**config.mk**
```make
export PLATFORM = sky130hd
export DESIGN_NAME = mtxs_core
export DESIGN_NICKNAME = d
export VERILOG_FILES = /design/src/include/mtxs_pkg.sv /design/src/design/mtxs_core.sv
export VERILOG_INCLUDE_DIRS = /design/src /design/src/include
export SDC_FILE = /design/constraint.sdc
export NUM_CORES = 1
export LEC_CHECK = 0
export ABC_AREA = 1
export BUFFER_PORTS_ARGS = -buffer_cell sky130_fd_sc_hd__buf_4
export CORE_MARGIN = 2
export CORE_UTILIZATION = 58
export DETAILED_ROUTE_END_ITERATION = 8
export PLACE_DENSITY = 0.76
export RECOVER_POWER = 25
export SLEW_MARGIN = 20
export SYNTH_ARGS = -nofsm -noshare
export SYNTH_HDL_FRONTEND = slang
export SYNTH_SLANG_ARGS = --single-unit
```
**constraint.sdc**
```tcl
create_clock -name clk -period 2.81 [get_ports clk]
set_input_delay 0.562 -clock clk [delete_from_list [all_inputs] [get_ports clk]]
set_output_delay 0.562 -clock clk [all_outputs]
set_load 0.005 [all_outputs]
```
**src/include/mtxs_map.svh**
```systemverilog
// Register offsets, field positions, reset values and timing counts for the MAC status block.
// Assumes a 40 MHz clock and word offsets within the selected register bank.
`ifndef MTXS_MAP_SVH
`define MTXS_MAP_SVH
`define MTXS_OFF_TX_STATUS   4'h2
`define MTXS_OFF_RX_CONTROL  4'h4
`define MTXS_OFF_COUNTERS    4'h6
`define MTXS_OFF_BUF_INFO    4'h8
// Transmit status bit positions
`define MTXS_B_UNDERRUN      15
`define MTXS_B_LINK          14
`define MTXS_B_ROLLOVER      12
`define MTXS_B_EXCESSIVE_DEFERRAL_FLAG       11
`define MTXS_B_CARR_LOST     10
`define MTXS_B_LATE_COL      9
`define MTXS_B_WAKE          8
`define MTXS_B_DEFERRED      7
`define MTXS_B_BCAST         6
`define MTXS_B_HEARTBEAT     5
`define MTXS_B_SIXTEEN       4
`define MTXS_B_GROUP         3
`define MTXS_B_SEVERAL       2
`define MTXS_B_ONE_COL       1
`define MTXS_B_SUCCESS       0
// Receive control bit positions
`define MTXS_B_SOFT_RST      15
`define MTXS_B_CAR_FILT      14
`define MTXS_B_FCS_REMOVE    9
`define MTXS_B_RX_ON         8
`define MTXS_B_ALL_GROUP     2
`define MTXS_B_PROMISC       1
`define MTXS_B_RX_ABORT      0
`define MTXS_RX_CONTROL_RST  16'h0000
// Memory report, 256-byte units
`define MTXS_MEM_TOTAL       8'h18
// Timing
`define MTXS_CLK_MHZ         40
`define MTXS_BIT_NS          100
`define MTXS_BYTE_NS         800
`define MTXS_DEFER_GAP_NS    6400
`define MTXS_HB_WAIT_NS      800
`define MTXS_HB_WIN_NS       1600
`define MTXS_DEFER_GAP_CYC   ((`MTXS_DEFER_GAP_NS * `MTXS_CLK_MHZ) / 1000)
`define MTXS_HB_WAIT_CYC     ((`MTXS_HB_WAIT_NS * `MTXS_CLK_MHZ + 999) / 1000)
`define MTXS_HB_WIN_CYC      ((`MTXS_HB_WIN_NS * `MTXS_CLK_MHZ) / 1000)
`define MTXS_CARR_FILT_CYC   ((12 * `MTXS_BIT_NS * `MTXS_CLK_MHZ + 999) / 1000)
`define MTXS_LATE_COL_CYC    ((64 * `MTXS_BYTE_NS * `MTXS_CLK_MHZ + 999) / 1000)
`define MTXS_EXCESSIVE_DEFERRAL_FLAG_CYC     ((1518 * 2 * `MTXS_BYTE_NS * `MTXS_CLK_MHZ) / 1000)
`define MTXS_MAX_RX_BYTES    1532
`define MTXS_MAX_COLL        16
`endif

```
**src/include/mtxs_pkg.sv**
```systemverilog
// Types shared by the MAC transmit status and receive control block.
// Assumes nothing of its surroundings.
package mtxs_pkg;
  // Events reported by the transmit engine, one cycle each
  typedef struct packed {
    logic start;      // Frame begins (after deferral)
    logic preamble_end;
    logic collision;
    logic underrun;
    logic done;       // Frame finished on the wire
    logic broadcast;
    logic group;
  } mtxs_tx_ev_s;
  // Receive side events
  typedef struct packed {
    logic frame_end;
    logic byte_rx;
    logic wake_match;
  } mtxs_rx_ev_s;
  typedef enum logic [2:0] {
    HB_IDLE,
    HB_WAIT_QUIET,
    HB_DELAY,
    HB_WINDOW
  } mtxs_hb_e;
endpackage : mtxs_pkg

```
**src/design/mtxs_core.sv**
```systemverilog
// MAC bank-0 transmit status, receive control, event counters and memory report.
// Assumes a 16-bit word register port already decoded for bank 0 and synchronous inputs.
`timescale 1ns/100ps
`include "mtxs_map.svh"

module mtxs_core
  import mtxs_pkg::*;
#(
  parameter int CNT_W      = 4,
  parameter int EXCESSIVE_DEFERRAL_FLAG_CY = `MTXS_EXCESSIVE_DEFERRAL_FLAG_CYC
) (
  // Clock and reset
  input  wire logic        clk,
  input  wire logic        rst_n,
  // Register port
  input  wire logic        reg_sel,
  input  wire logic        reg_wr,
  input  wire logic        reg_rd,
  input  wire logic [3:0]  reg_addr,
  input  wire logic [15:0] reg_wdata,
  output logic      [15:0] reg_rdata,
  // Controls from the transmit control register
  input  wire logic        tx_on_set,
  input  wire logic        tx_on_clr,
  input  wire logic        carrier_monitor_on,
  input  wire logic        halt_on_heartbeat_error,
  input  wire logic        full_duplex_on,
  input  wire logic        link_event_irq_on,
  // Transmit engine and wire
  input  wire mtxs_tx_ev_s tx_ev,
  input  wire logic        carrier_sense,
  input  wire logic        heartbeat_seen,
  input  wire logic        link_ok_in,
  // Receive path
  input  wire mtxs_rx_ev_s rx_ev,
  input  wire logic        rx_dest_group,
  input  wire logic        rx_dest_bcast,
  input  wire logic        rx_addr_match,
  input  wire logic        rx_table_match,
  input  wire logic        rx_own_source,
  // Buffer manager
  input  wire logic        buffer_manager_reset_cmd,
  input  wire logic        mem_alloc,
  input  wire logic        mem_release,
  input  wire logic [7:0]  mem_pages,
  // Results
  output logic             transmitter_on,
  output logic             tx_jam,
  output logic             status_wr,
  output logic [15:0]      status_wdata,
  output logic             tx_status_interrupt,
  output logic             link_event_irq,
  output logic             counter_irq,
  output logic             rx_frame_active,
  output logic             rx_accept,
  output logic             rx_drop,
  output logic             fcs_remove_on,
  output logic             soft_reset_active
);

  ////////////////////////////////////////////////////////////////////////////
  // Control register and soft reset
  logic [15:0] rx_control;
  logic        srst;
  logic        receiver_on, carrier_filter_on, accept_all_group, accept_everything, rx_abort_flag;
  logic        rx_busy;
  logic        rd_counters;
  logic        wr_rxc;

  assign wr_rxc      = reg_sel && reg_wr && reg_addr == `MTXS_OFF_RX_CONTROL;
  assign rd_counters = reg_sel && reg_rd && reg_addr == `MTXS_OFF_COUNTERS;
  assign srst        = rx_control[`MTXS_B_SOFT_RST];
  assign receiver_on       = rx_control[`MTXS_B_RX_ON];
  assign carrier_filter_on = rx_control[`MTXS_B_CAR_FILT];
  assign accept_all_group  = rx_control[`MTXS_B_ALL_GROUP];
  assign accept_everything = rx_control[`MTXS_B_PROMISC];

  // Soft reset bit itself survives so software can release it; config lives outside
  always_ff @(posedge clk) begin
    if (!rst_n) begin
      rx_control <= `MTXS_RX_CONTROL_RST;
    end else if (wr_rxc) begin
      rx_control <= reg_wdata & 16'hc307;
    end else if (srst) begin
      rx_control <= 16'h8000;
    end
  end

  ////////////////////////////////////////////////////////////////////////////
  // Transmit enable and per-frame timers
  logic        hb_err_stop;
  logic        late_now, lost_now, sixteen_now;
  logic [4:0]  coll_cnt;
  logic [12:0] frame_cyc;
  logic        in_frame;
  logic [16:0] defer_cyc;
  logic [8:0]  gap_cyc;

  assign late_now    = in_frame && tx_ev.collision && frame_cyc >= 13'(`MTXS_LATE_COL_CYC);
  assign lost_now    = tx_ev.preamble_end && carrier_monitor_on && !carrier_sense;
  assign sixteen_now = tx_ev.collision && coll_cnt == 5'(`MTXS_MAX_COLL - 1);

  // Error stops win over software set in the same cycle
  always_ff @(posedge clk) begin
    if (!rst_n || srst) begin
      transmitter_on <= 1'b0;
    end else if (tx_ev.underrun || lost_now || late_now || sixteen_now || hb_err_stop) begin
      transmitter_on <= 1'b0;
    end else if (tx_on_set) begin
      transmitter_on <= 1'b1;
    end else if (tx_on_clr) begin
      transmitter_on <= 1'b0;
    end
  end

  // Frame age and collision count for one frame
  always_ff @(posedge clk) begin
    if (!rst_n || srst) begin
      in_frame  <= 1'b0;
      frame_cyc <= '0;
      coll_cnt  <= '0;
      tx_jam    <= 1'b0;
    end else begin
      tx_jam <= late_now;
      if (tx_ev.start) begin
        in_frame  <= 1'b1;
        frame_cyc <= '0;
      end else if (tx_ev.done) begin
        in_frame <= 1'b0;
        coll_cnt <= '0;
      end else if (in_frame && frame_cyc != 13'h1fff) begin
        frame_cyc <= frame_cyc + 13'h1;
      end
      if (tx_ev.collision && coll_cnt != 5'h1f) begin
        coll_cnt <= coll_cnt + 5'h1;
      end
    end
  end

  // Deferral length and early-gap timers, both only outside a frame
  always_ff @(posedge clk) begin
    if (!rst_n || srst || in_frame) begin
      defer_cyc <= '0;
      gap_cyc   <= '0;
    end else begin
      if (carrier_sense && defer_cyc != 17'h1ffff) begin
        defer_cyc <= defer_cyc + 17'h1;
      end
      if (!carrier_sense && gap_cyc != 9'h1ff) begin
        gap_cyc <= gap_cyc + 9'h1;
      end
    end
  end

  ////////////////////////////////////////////////////////////////////////////
  // Heartbeat test after each half-duplex transmission
  mtxs_hb_e   hb_state;
  logic [6:0] hb_cnt;
  logic       hb_fail;

  always_ff @(posedge clk) begin
    if (!rst_n || srst) begin
      hb_state <= HB_IDLE;
      hb_cnt   <= '0;
      hb_fail  <= 1'b0;
    end else begin
      hb_fail <= 1'b0;
      case (hb_state)
        HB_IDLE: begin
          if (tx_ev.done && !full_duplex_on) begin
            hb_state <= HB_WAIT_QUIET;
          end
        end
        HB_WAIT_QUIET: begin
          hb_cnt <= '0;
          if (!carrier_sense) begin
            hb_state <= HB_DELAY;
          end
        end
        HB_DELAY: begin
          hb_cnt <= hb_cnt + 7'h1;
          if (hb_cnt == 7'(`MTXS_HB_WAIT_CYC - 1)) begin
            hb_cnt   <= '0;
            hb_state <= HB_WINDOW;
          end
        end
        HB_WINDOW: begin
          hb_cnt <= hb_cnt + 7'h1;
          if (heartbeat_seen) begin
            hb_state <= HB_IDLE;
          end else if (hb_cnt == 7'(`MTXS_HB_WIN_CYC - 1)) begin
            hb_fail  <= 1'b1;
            hb_state <= HB_IDLE;
          end
        end
        default: hb_state <= HB_IDLE;
      endcase
    end
  end
  assign hb_err_stop = hb_fail && halt_on_heartbeat_error;

  ////////////////////////////////////////////////////////////////////////////
  // Transmit status flags
  logic [15:0] st;
  logic        link_q;
  logic        fatal;
  logic [15:0] snap;
  logic [CNT_W-1:0] cnt_one, cnt_sev, cnt_def, cnt_exc;
  logic        any_max;

  assign fatal = sixteen_now || tx_ev.underrun || lost_now || late_now ||
                 st[`MTXS_B_SIXTEEN] || st[`MTXS_B_UNDERRUN] || st[`MTXS_B_CARR_LOST] ||
                 st[`MTXS_B_LATE_COL];

  // Sticky events; sets are applied after clears so an event is never lost
  always_ff @(posedge clk) begin
    if (!rst_n || srst) begin
      st <= '0;
    end else begin
      if (tx_on_set) begin
        st[`MTXS_B_UNDERRUN]  <= 1'b0;
        st[`MTXS_B_CARR_LOST] <= 1'b0;
        st[`MTXS_B_LATE_COL]  <= 1'b0;
        st[`MTXS_B_HEARTBEAT] <= 1'b0;
        st[`MTXS_B_SIXTEEN]   <= 1'b0;
        st[`MTXS_B_SUCCESS]   <= 1'b0;
      end
      if (tx_ev.start) begin
        st[`MTXS_B_BCAST]   <= tx_ev.broadcast;
        st[`MTXS_B_GROUP]   <= tx_ev.group;
        st[`MTXS_B_SUCCESS] <= 1'b0;
      end
      if (rd_counters) begin
        st[`MTXS_B_ROLLOVER] <= 1'b0;
      end
      if (tx_ev.done) begin
        st[`MTXS_B_EXCESSIVE_DEFERRAL_FLAG]  <= 1'b0;
        st[`MTXS_B_DEFERRED] <= 1'b0;
        if (!fatal) begin
          st[`MTXS_B_SUCCESS] <= 1'b1;
        end
      end
      if (tx_ev.underrun) st[`MTXS_B_UNDERRUN] <= 1'b1;
      if (lost_now) st[`MTXS_B_CARR_LOST] <= 1'b1;
      if (late_now) st[`MTXS_B_LATE_COL] <= 1'b1;
      if (sixteen_now) st[`MTXS_B_SIXTEEN] <= 1'b1;
      if (hb_fail) st[`MTXS_B_HEARTBEAT] <= 1'b1;
      if (rx_ev.wake_match) st[`MTXS_B_WAKE] <= 1'b1;
      // Set on reaching 15 only, so the read that clears the counters also clears it
      if (any_max && !counter_irq) st[`MTXS_B_ROLLOVER] <= 1'b1;
      if (!in_frame && carrier_sense && gap_cyc != 9'h0 && gap_cyc < 9'(`MTXS_DEFER_GAP_CYC)) begin
        st[`MTXS_B_DEFERRED] <= 1'b1;
      end
      if (defer_cyc > 17'(EXCESSIVE_DEFERRAL_FLAG_CY)) st[`MTXS_B_EXCESSIVE_DEFERRAL_FLAG] <= 1'b1;
      if (tx_ev.collision) begin
        if (coll_cnt == 5'h0) st[`MTXS_B_ONE_COL] <= 1'b1;
        else st[`MTXS_B_SEVERAL] <= 1'b1;
      end
      // Collision flags drop one cycle after a success is reported
      if (st[`MTXS_B_SUCCESS] && !tx_ev.collision) begin
        st[`MTXS_B_ONE_COL] <= 1'b0;
        st[`MTXS_B_SEVERAL] <= 1'b0;
      end
      st[13] <= 1'b0;
      st[`MTXS_B_LINK] <= 1'b0;
    end
  end

  // Live view; link state is real time and bit 13 reads zero
  assign snap = {st[15], link_ok_in, 1'b0, st[12:0]};

  // Completion copy into the first word of the packet area
  always_ff @(posedge clk) begin
    if (!rst_n || srst) begin
      status_wr    <= 1'b0;
      status_wdata <= '0;
    end else begin
      status_wr <= tx_ev.done;
      if (tx_ev.done) begin
        status_wdata <= snap | {15'h0, !fatal}; // live bit lands a cycle late
      end
    end
  end

  // Link change and heartbeat stop interrupts
  always_ff @(posedge clk) begin
    if (!rst_n) begin
      link_q              <= 1'b0;
      link_event_irq      <= 1'b0;
      tx_status_interrupt <= 1'b0;
    end else begin
      link_q              <= link_ok_in;
      link_event_irq      <= (link_q != link_ok_in) && link_event_irq_on;
      tx_status_interrupt <= hb_err_stop;
    end
  end

  ////////////////////////////////////////////////////////////////////////////
  // Saturating event counters, one step per packet at completion
  function automatic logic [CNT_W-1:0] sat_inc(input logic [CNT_W-1:0] v, input logic ev);
    sat_inc = (ev && v != {CNT_W{1'b1}}) ? v + 1'b1 : v;
  endfunction : sat_inc

  logic was_def, was_exc;
  assign any_max = (&cnt_one) | (&cnt_sev) | (&cnt_def) | (&cnt_exc);

  always_ff @(posedge clk) begin
    if (!rst_n || srst || rd_counters) begin
      cnt_one <= '0;
      cnt_sev <= '0;
      cnt_def <= '0;
      cnt_exc <= '0;
      counter_irq <= 1'b0;
    end else begin
      counter_irq <= any_max;
      if (tx_ev.done) begin
        cnt_one <= sat_inc(cnt_one, coll_cnt == 5'h1);
        cnt_sev <= sat_inc(cnt_sev, coll_cnt >= 5'h2);
        cnt_def <= sat_inc(cnt_def, was_def || st[`MTXS_B_DEFERRED]);
        cnt_exc <= sat_inc(cnt_exc, was_exc || st[`MTXS_B_EXCESSIVE_DEFERRAL_FLAG]);
      end
    end
  end

  // Deferral seen at any retry counts once per packet
  always_ff @(posedge clk) begin
    if (!rst_n || srst || tx_ev.done) begin
      was_def <= 1'b0;
      was_exc <= 1'b0;
    end else begin
      was_def <= was_def | st[`MTXS_B_DEFERRED];
      was_exc <= was_exc | st[`MTXS_B_EXCESSIVE_DEFERRAL_FLAG];
    end
  end

  ////////////////////////////////////////////////////////////////////////////
  // Receive framing, filtering and length abort
  logic [5:0]  filt_cnt;
  logic [10:0] rx_bytes;
  logic        accept_now;
  logic        abort_set;

  // Promiscuous mode hears own frames back only in full duplex
  assign accept_now = (accept_everything && (full_duplex_on || !rx_own_source)) ||
                      (rx_dest_group && (accept_all_group || rx_table_match || rx_dest_bcast)) ||
                      (!rx_dest_group && rx_addr_match);
  assign abort_set  = rx_busy && rx_ev.byte_rx && rx_bytes == 11'(`MTXS_MAX_RX_BYTES);

  // Frame starts only when enabled; a disable mid-frame lets it finish
  always_ff @(posedge clk) begin
    if (!rst_n || srst) begin
      rx_busy  <= 1'b0;
      filt_cnt <= '0;
      rx_bytes <= '0;
    end else begin
      if (!carrier_sense) filt_cnt <= '0;
      else if (filt_cnt != 6'h3f) filt_cnt <= filt_cnt + 6'h1;
      if (!rx_busy && receiver_on && carrier_sense &&
          (!carrier_filter_on || filt_cnt >= 6'(`MTXS_CARR_FILT_CYC))) begin
        rx_busy  <= 1'b1;
        rx_bytes <= '0;
      end else if (rx_busy && rx_ev.frame_end) begin
        rx_busy <= 1'b0;
      end else if (rx_busy && rx_ev.byte_rx && rx_bytes != 11'h7ff) begin
        rx_bytes <= rx_bytes + 11'h1;
      end
    end
  end

  // Sticky abort lives in the control register image
  always_ff @(posedge clk) begin
    if (!rst_n || srst) begin
      rx_abort_flag <= 1'b0;
    end else if (abort_set) begin
      rx_abort_flag <= 1'b1;
    end else if (wr_rxc && !reg_wdata[`MTXS_B_RX_ABORT]) begin
      rx_abort_flag <= 1'b0;
    end
  end

  always_ff @(posedge clk) begin
    if (!rst_n || srst) begin
      rx_frame_active   <= 1'b0;
      rx_accept         <= 1'b0;
      rx_drop           <= 1'b0;
      fcs_remove_on     <= 1'b0;
      soft_reset_active <= rst_n && srst; // Must show while soft reset holds
    end else begin
      rx_frame_active   <= rx_busy;
      rx_accept         <= rx_busy && rx_ev.frame_end && accept_now &&
                           rx_bytes <= 11'(`MTXS_MAX_RX_BYTES);
      rx_drop           <= abort_set;
      fcs_remove_on     <= rx_control[`MTXS_B_FCS_REMOVE];
      soft_reset_active <= srst;
    end
  end

  ////////////////////////////////////////////////////////////////////////////
  // Free memory, restored by reset or buffer manager reset
  logic [7:0] mem_free;
  always_ff @(posedge clk) begin
    if (!rst_n || srst || buffer_manager_reset_cmd) begin
      mem_free <= `MTXS_MEM_TOTAL;
    end else if (mem_alloc && mem_free >= mem_pages) begin
      mem_free <= mem_free - mem_pages;
    end else if (mem_release && (9'(mem_free) + 9'(mem_pages)) <= 9'(`MTXS_MEM_TOTAL)) begin
      mem_free <= mem_free + mem_pages;
    end
  end

  ////////////////////////////////////////////////////////////////////////////
  // Read data, registered; unknown offsets read zero
  always_ff @(posedge clk) begin
    if (!rst_n) begin
      reg_rdata <= '0;
    end else if (reg_sel && reg_rd) begin
      case (reg_addr)
        `MTXS_OFF_TX_STATUS:  reg_rdata <= snap;
        `MTXS_OFF_RX_CONTROL: reg_rdata <= {rx_control[15:1], rx_abort_flag};
        `MTXS_OFF_COUNTERS:   reg_rdata <= {cnt_exc, cnt_def, cnt_sev, cnt_one};
        `MTXS_OFF_BUF_INFO:   reg_rdata <= {`MTXS_MEM_TOTAL, mem_free};
        default:              reg_rdata <= 16'h0000;
      endcase
    end
  end

endmodule : mtxs_core

```
==> Yosys cells after proc, flatten, opt, wreduce, memory -nomap -nowiden <==
Cells that the tools add are included.
{ "totals": {"out_inout_bits": 43, "register_bits": 166, "elab_cells": 266} }
{ "classes": {"n_mux": 41, "eq_ne": 28, "n_reduce_logical": 116, "add_sub_neg": 14, "bitwise_logic": 11, "magnitude_cmp": 8} }
{ "ops": {"columns": ["operator", "n"], "rows": [
  ["16-bit case mux with 4 select lines", 1],
  ["1-bit logical AND", 41],
  ["16-bit 2-to-1 mux", 2],
  ["2-bit nonzero test", 15],
  ["1-bit logical OR", 24],
  ["1-bit 2-to-1 mux", 24],
  ["7-bit case mux with 3 select lines", 1],
  ["4-bit AND reduction", 5],
  ["2-bit AND reduction", 9],
  ["17-bit by 1-bit adder with 17-bit output (second input constant)", 1],
  ["17-bit greater-than comparator (second input constant)", 1],
  ["17-bit != test (second input constant)", 1],
  ["4-bit by 1-bit adder with 4-bit output (second input constant)", 4],
  ["8-bit 2-to-1 mux", 2],
  ["4-bit != test (second input constant)", 4],
  ["16-bit by 1-bit bitwise OR with 16-bit output", 1],
  ["3-bit 2-to-1 mux", 5],
  ["5-bit 2-to-1 mux", 3],
  ["13-bit by 1-bit adder with 13-bit output (second input constant)", 1],
  ["13-bit by 12-bit >= comparator with 1-bit output (second input constant)", 1],
  ["13-bit != test (second input constant)", 1],
  ["1-bit logical NOT", 12],
  ["3-bit case mux with 4 select lines", 1],
  ["11-bit by 1-bit adder with 11-bit output (second input constant)", 1],
  ["other kinds (41)", 57]
]} }

==> Depth between registers and ports, before layout <==
{ "logic_depth": {"depth_word": 11, "depth_mapped": 16, "mapped_depth_nobuf": 15} }

==> Worst setup path before layout <==
OpenSTA, ideal clock, no wires.
{ "synth_timing": {"path_kind": "input port to flip-flop", "startpoint": "input mem_pages[0]", "endpoint": "register mem_free[0]", "t_arrival_ns": 2.084, "required_ns": 2.695, "setup_slack_ns": 0.611, "setup_time_ns": 0.115, "cell_stages": 14, "path_cell_list": "ha_1 > inv_1 > fa_1 > inv_1 > nand2_2 > nand2_1 > nand3_1 > nand3_1 > o21bai_1 > nor2_1 > nand3_2 > buf_6 > a21oi_1 > nor2_1"} }
{ "synth_via": {"elab_chain_len": 4, "elab_cells_between_ends": 10, "classes_between": "add/sub: 3; order compare: 2; mux: 2; reduce/logical: 3"} }
{ "synth_rtl": {"columns": ["item", "line_no", "source"], "rows": [
  ["start, declared", "mtxs_core.sv:45", "input wire logic [7:0] mem_pages,"],
  ["8-bit by 8-bit adder with 9-bit output", "mtxs_core.sv:406", "end else if (mem_release && (9'(mem_free) + 9'(mem_pages)) <= 9'(`MTXS_MEM_TOTAL)) begin"],
  ["9-bit by 5-bit less-or-equal comparator with 1-bit output", "mtxs_core.sv:406", null],
  ["1-bit logical AND", "mtxs_core.sv:406", null],
  ["2-bit nonzero test (no source line)", null, null],
  ["end signal, assigned", "mtxs_core.sv:403", "mem_free <= `MTXS_MEM_TOTAL;"],
  ["end signal, assigned", "mtxs_core.sv:405", "mem_free <= mem_free - mem_pages;"],
  ["end signal, assigned", "mtxs_core.sv:407", "mem_free <= mem_free + mem_pages;"],
  ["end, declared", "mtxs_core.sv:400", "logic [7:0] mem_free;"]
]} }
Parallel ways exist; a longest one is shown, timed or not. The select of a mux whose other input is x is not followed.
A chain may end at the register's enable or synchronous reset.

==> Worst setup path in the final report <==
{ "layout_timing": {"startpoint": "register rx_control[15]", "endpoint": "register status_wdata[12]"} }
{ "layout_via": {"elab_chain_len": 1} }
{ "layout_rtl": {"columns": ["item", "line_no", "source"], "rows": [
  ["start, declared", "mtxs_core.sv:63", "logic [15:0] rx_control;"],
  ["start signal, assigned", "mtxs_core.sv:81", "rx_control <= `MTXS_RX_CONTROL_RST;"],
  ["start signal, assigned", "mtxs_core.sv:83", "rx_control <= reg_wdata & 16'hc307;"],
  ["1-bit logical OR", "mtxs_core.sv:274", "if (!rst_n || srst) begin"],
  ["end signal, assigned", "mtxs_core.sv:280", "status_wdata <= snap | {15'h0, !fatal};"],
  ["end, declared", "mtxs_core.sv:50", "output logic [15:0] status_wdata,"]
]} }
Every way passes these cells.

==> flow_summary.toml <==
[run_status]
status = "finished, final reports clean"

[final_layout]
multi_input_area_mm2 = 0.00410
final_area_mm2 = 0.00956
insertedDiodeCount = 0
final_common_cell = "nand2_1"
fillers = 1198
areaGrowthSynthToFinish_pct = 17.6
final_layout_size_suffix_gt1_frac = 0.128
most-common-layout-cells = "nand2_1 (238), inv_1 (171), dfxtp_1 (163)"
seqCellArea_mm2 = 0.00326
fin_nets = 1331

[route]
num_vias = 7535
wire_per_inst_um = 13.5
drt-total-wl_um = 19100
postRouteAntennaNets = 0
drc = 0
dr.pass1.iters = 6
vias_per_cell = 5.31
first_iter_violations = 547

[sta]
finClkSkew_ns = 0.00706
setup_tns_ns = 0
min_period_ns = 2.33
tightest_slew_ns = 1.08
slew_headroom = 0.278
finalSetupViolCount = 0
maxSlewViolCount = 0
finalHoldViolCount = 0
rsz0062_at_grt = "no"
clock.fmax_ghz = 0.429
final.period_utilization = 0.829

[cts]
cts_resized = 0
numCtsBuffers = 17
ctsHoldBuffers = 0
cts_setup_buffers = 0
htreeDepth = 4
clock_latency_ns = 0.43
clk_path_buf_depth = 2
cts-root-buf = "clkbuf_16"
cts_tree = "yes"
cts.sinks = 163
clk_pin_slew_ns = 0.06

[floorplanning]
ios = 103
dieHeight_um = 122
rows = 43
start_util = 0.590
core-area_mm2 = 0.0138
dieWidth_um = 122
die_area_mm2 = 0.0150

[synthesis]
synth_seq_cells = 163
synth_area_leaders = "dfxtp_1 (40%), nand2_1 (11%), inv_1 (7.9%)"
syn_area_per_cell_um2 = 7.21
syn-num-nets = 1233
synth_area_mm2 = 0.00813
synthCells = 1128
synth_area_leader_cell = "dfxtp_1"
async_flop_share = 0
ys.flop_type = "dfxtp_1"
yosysWarnings = 0
synth_top_area_share = 0.401
ys_seq_area_frac = 0.401
ys_types = 48
synth_edf_count = 0

[global_routing]
grt_pass1_vias = 6705
grt_use_total = 0.263
antenna_found_initial = 0
grt-ovfl-total = 0
grt_start_max_net_pins = 23
grt_pass1_wl_um = 31400

[power]
p_leak_uw = 0.00400
cellPowerDensity_mw_per_mm2 = 560
vdd_drop_max_uv = 420

[placement]
port_buffers = 92
gp_congestion = 0.917
dp_hpwl_um = 14300
dpl_cell_area_mm2 = 0.00900

[worst_setup_path]
crit_fanout = 18
critical-path-max-stage-delay_ns = 0.70
crit_type = "register to register"
worstSetupStartpointType = "register"
crit_chain = "nor2_4 -> inv_1 -> clkbuf_1 -> nor2_1 -> inv_1 -> o21ai_0"
rr_startpoint = "rx_control[15]$_SDFFE_PN0P_"
cp.arrival_ns = 2.62
required_ns = 3.10
critPathLaunch = "rx_control[15]$_SDFFE_PN0P_"
critPathBufInv = 3
slowest_stage = "clkbuf_1"
crit_top_cell = "inv_1"
crit_family = "buffers and inverters"
crit_path_end_kind = "register"

[worst_hold_path]
min-delay-start = "heartbeat_seen"
hold_path_class = "input port to register"

[run]
maxCapViolCount = 0
==> stage by stage <==
stage / instances / total power [uW] / setup slack [ns] / hold WS, ns / util
floorplan: 1128 / 2900 / 0.611 / 0.422 / -
global placement: 1387 / 3090 / 0.273 / 0.432 / 0.653
detailed placement: 1387 / 3100 / 0.219 / 0.442 / 0.653
CTS: 1419 / 5390 / 0.499 / 0.311 / 0.696
global route: 1419 / 5590 / 0.262 / 0.318 / 0.694
finish: 1419 / 5360 / 0.480 / 0.319 / 0.694
==> power by group <==
group / internal (uW) / switching (uW) / leakage, uW / total (uW)
combinational: 233 / 389 / 0.00239 / 622
clock: 1350 / 948 / 0.000289 / 2300
sequential: 2380 / 57.2 / 0.00132 / 2430
total: 3960 / 1390 / 0.00400 / 5360
==> area by class of cell <==
class | count | area share
tap | 180 | 0.0236
clock inverter | 13 | 0.0137
multi-input combinational | 768 | 0.429
sequential | 163 | 0.341
inverter | 177 | 0.0695
clock buffer | 19 | 0.0474
timing repair buffer | 99 | 0.0754
==> synth_stat cells, drive strengths merged, types with 3 or more instances <==
master	n
xnor2	3
inv	176
and3	3
or2	7
nand3	60
a31oi	5
buf	8
nor2	103
nor4	5
nand2	241
nor3	35
ha	43
clkbuf	12
o2111ai	3
dfxtp	163
xor2	18
a21oi	109
o22ai	9
a22oi	4
o221ai	7
o21ai	74
nand4	23
==> layer usage <==
layer	part of all wire	vias to the layer above	global-route usage
met2	0.43	221	0.401
met3	0.067	25	0.0483
met4	0.015	0	0.0805
met5	0	-	0
li1	-	3883	-
met1	0.49	3406	0.378
==> cells by family (layout without fill, tap and decap cells) <==
logic type      count (synthesis)  in the layout  synth area share
xor+xnor                       21             21            0.0226
flops                         163            163             0.401
fa+ha+maj                      45             45            0.0711
buf+inv                       197            308            0.0941
simple gates                  480            480             0.260
other cells                     1              1          0.000461
compound gates                221            221             0.150
==> registers in the layout (all words and copies together), names as in the netlist, 5 cells and up <==
name / flops
rx_bytes: 11
status_wdata: 15
frame_cyc: 13
filt_cnt: 6
reg_rdata: 16
coll_cnt: 5
st: 14
hb_cnt: 7
mem_free: 8
gap_cyc: 9
defer_cyc: 17
rx_control: 6
==> worst paths after layout <==
| path | to | slack [ns] | depth (start not counted) |
|---|---|---|---|
| max | status_wdata[12]$_SDFFE_PP0P_ | 0.48 | 6 |
| min | hb_fail$_SDFF_PP0_ | 0.32 | 2 |
| max reg2reg | status_wdata[12]$_SDFFE_PP0P_ | 0.48 | 6 |
| min reg2reg | hb_cnt[6]$_SDFFE_PP0P_ | 0.45 | 1 |
Power figures use the tool's default switching activity.
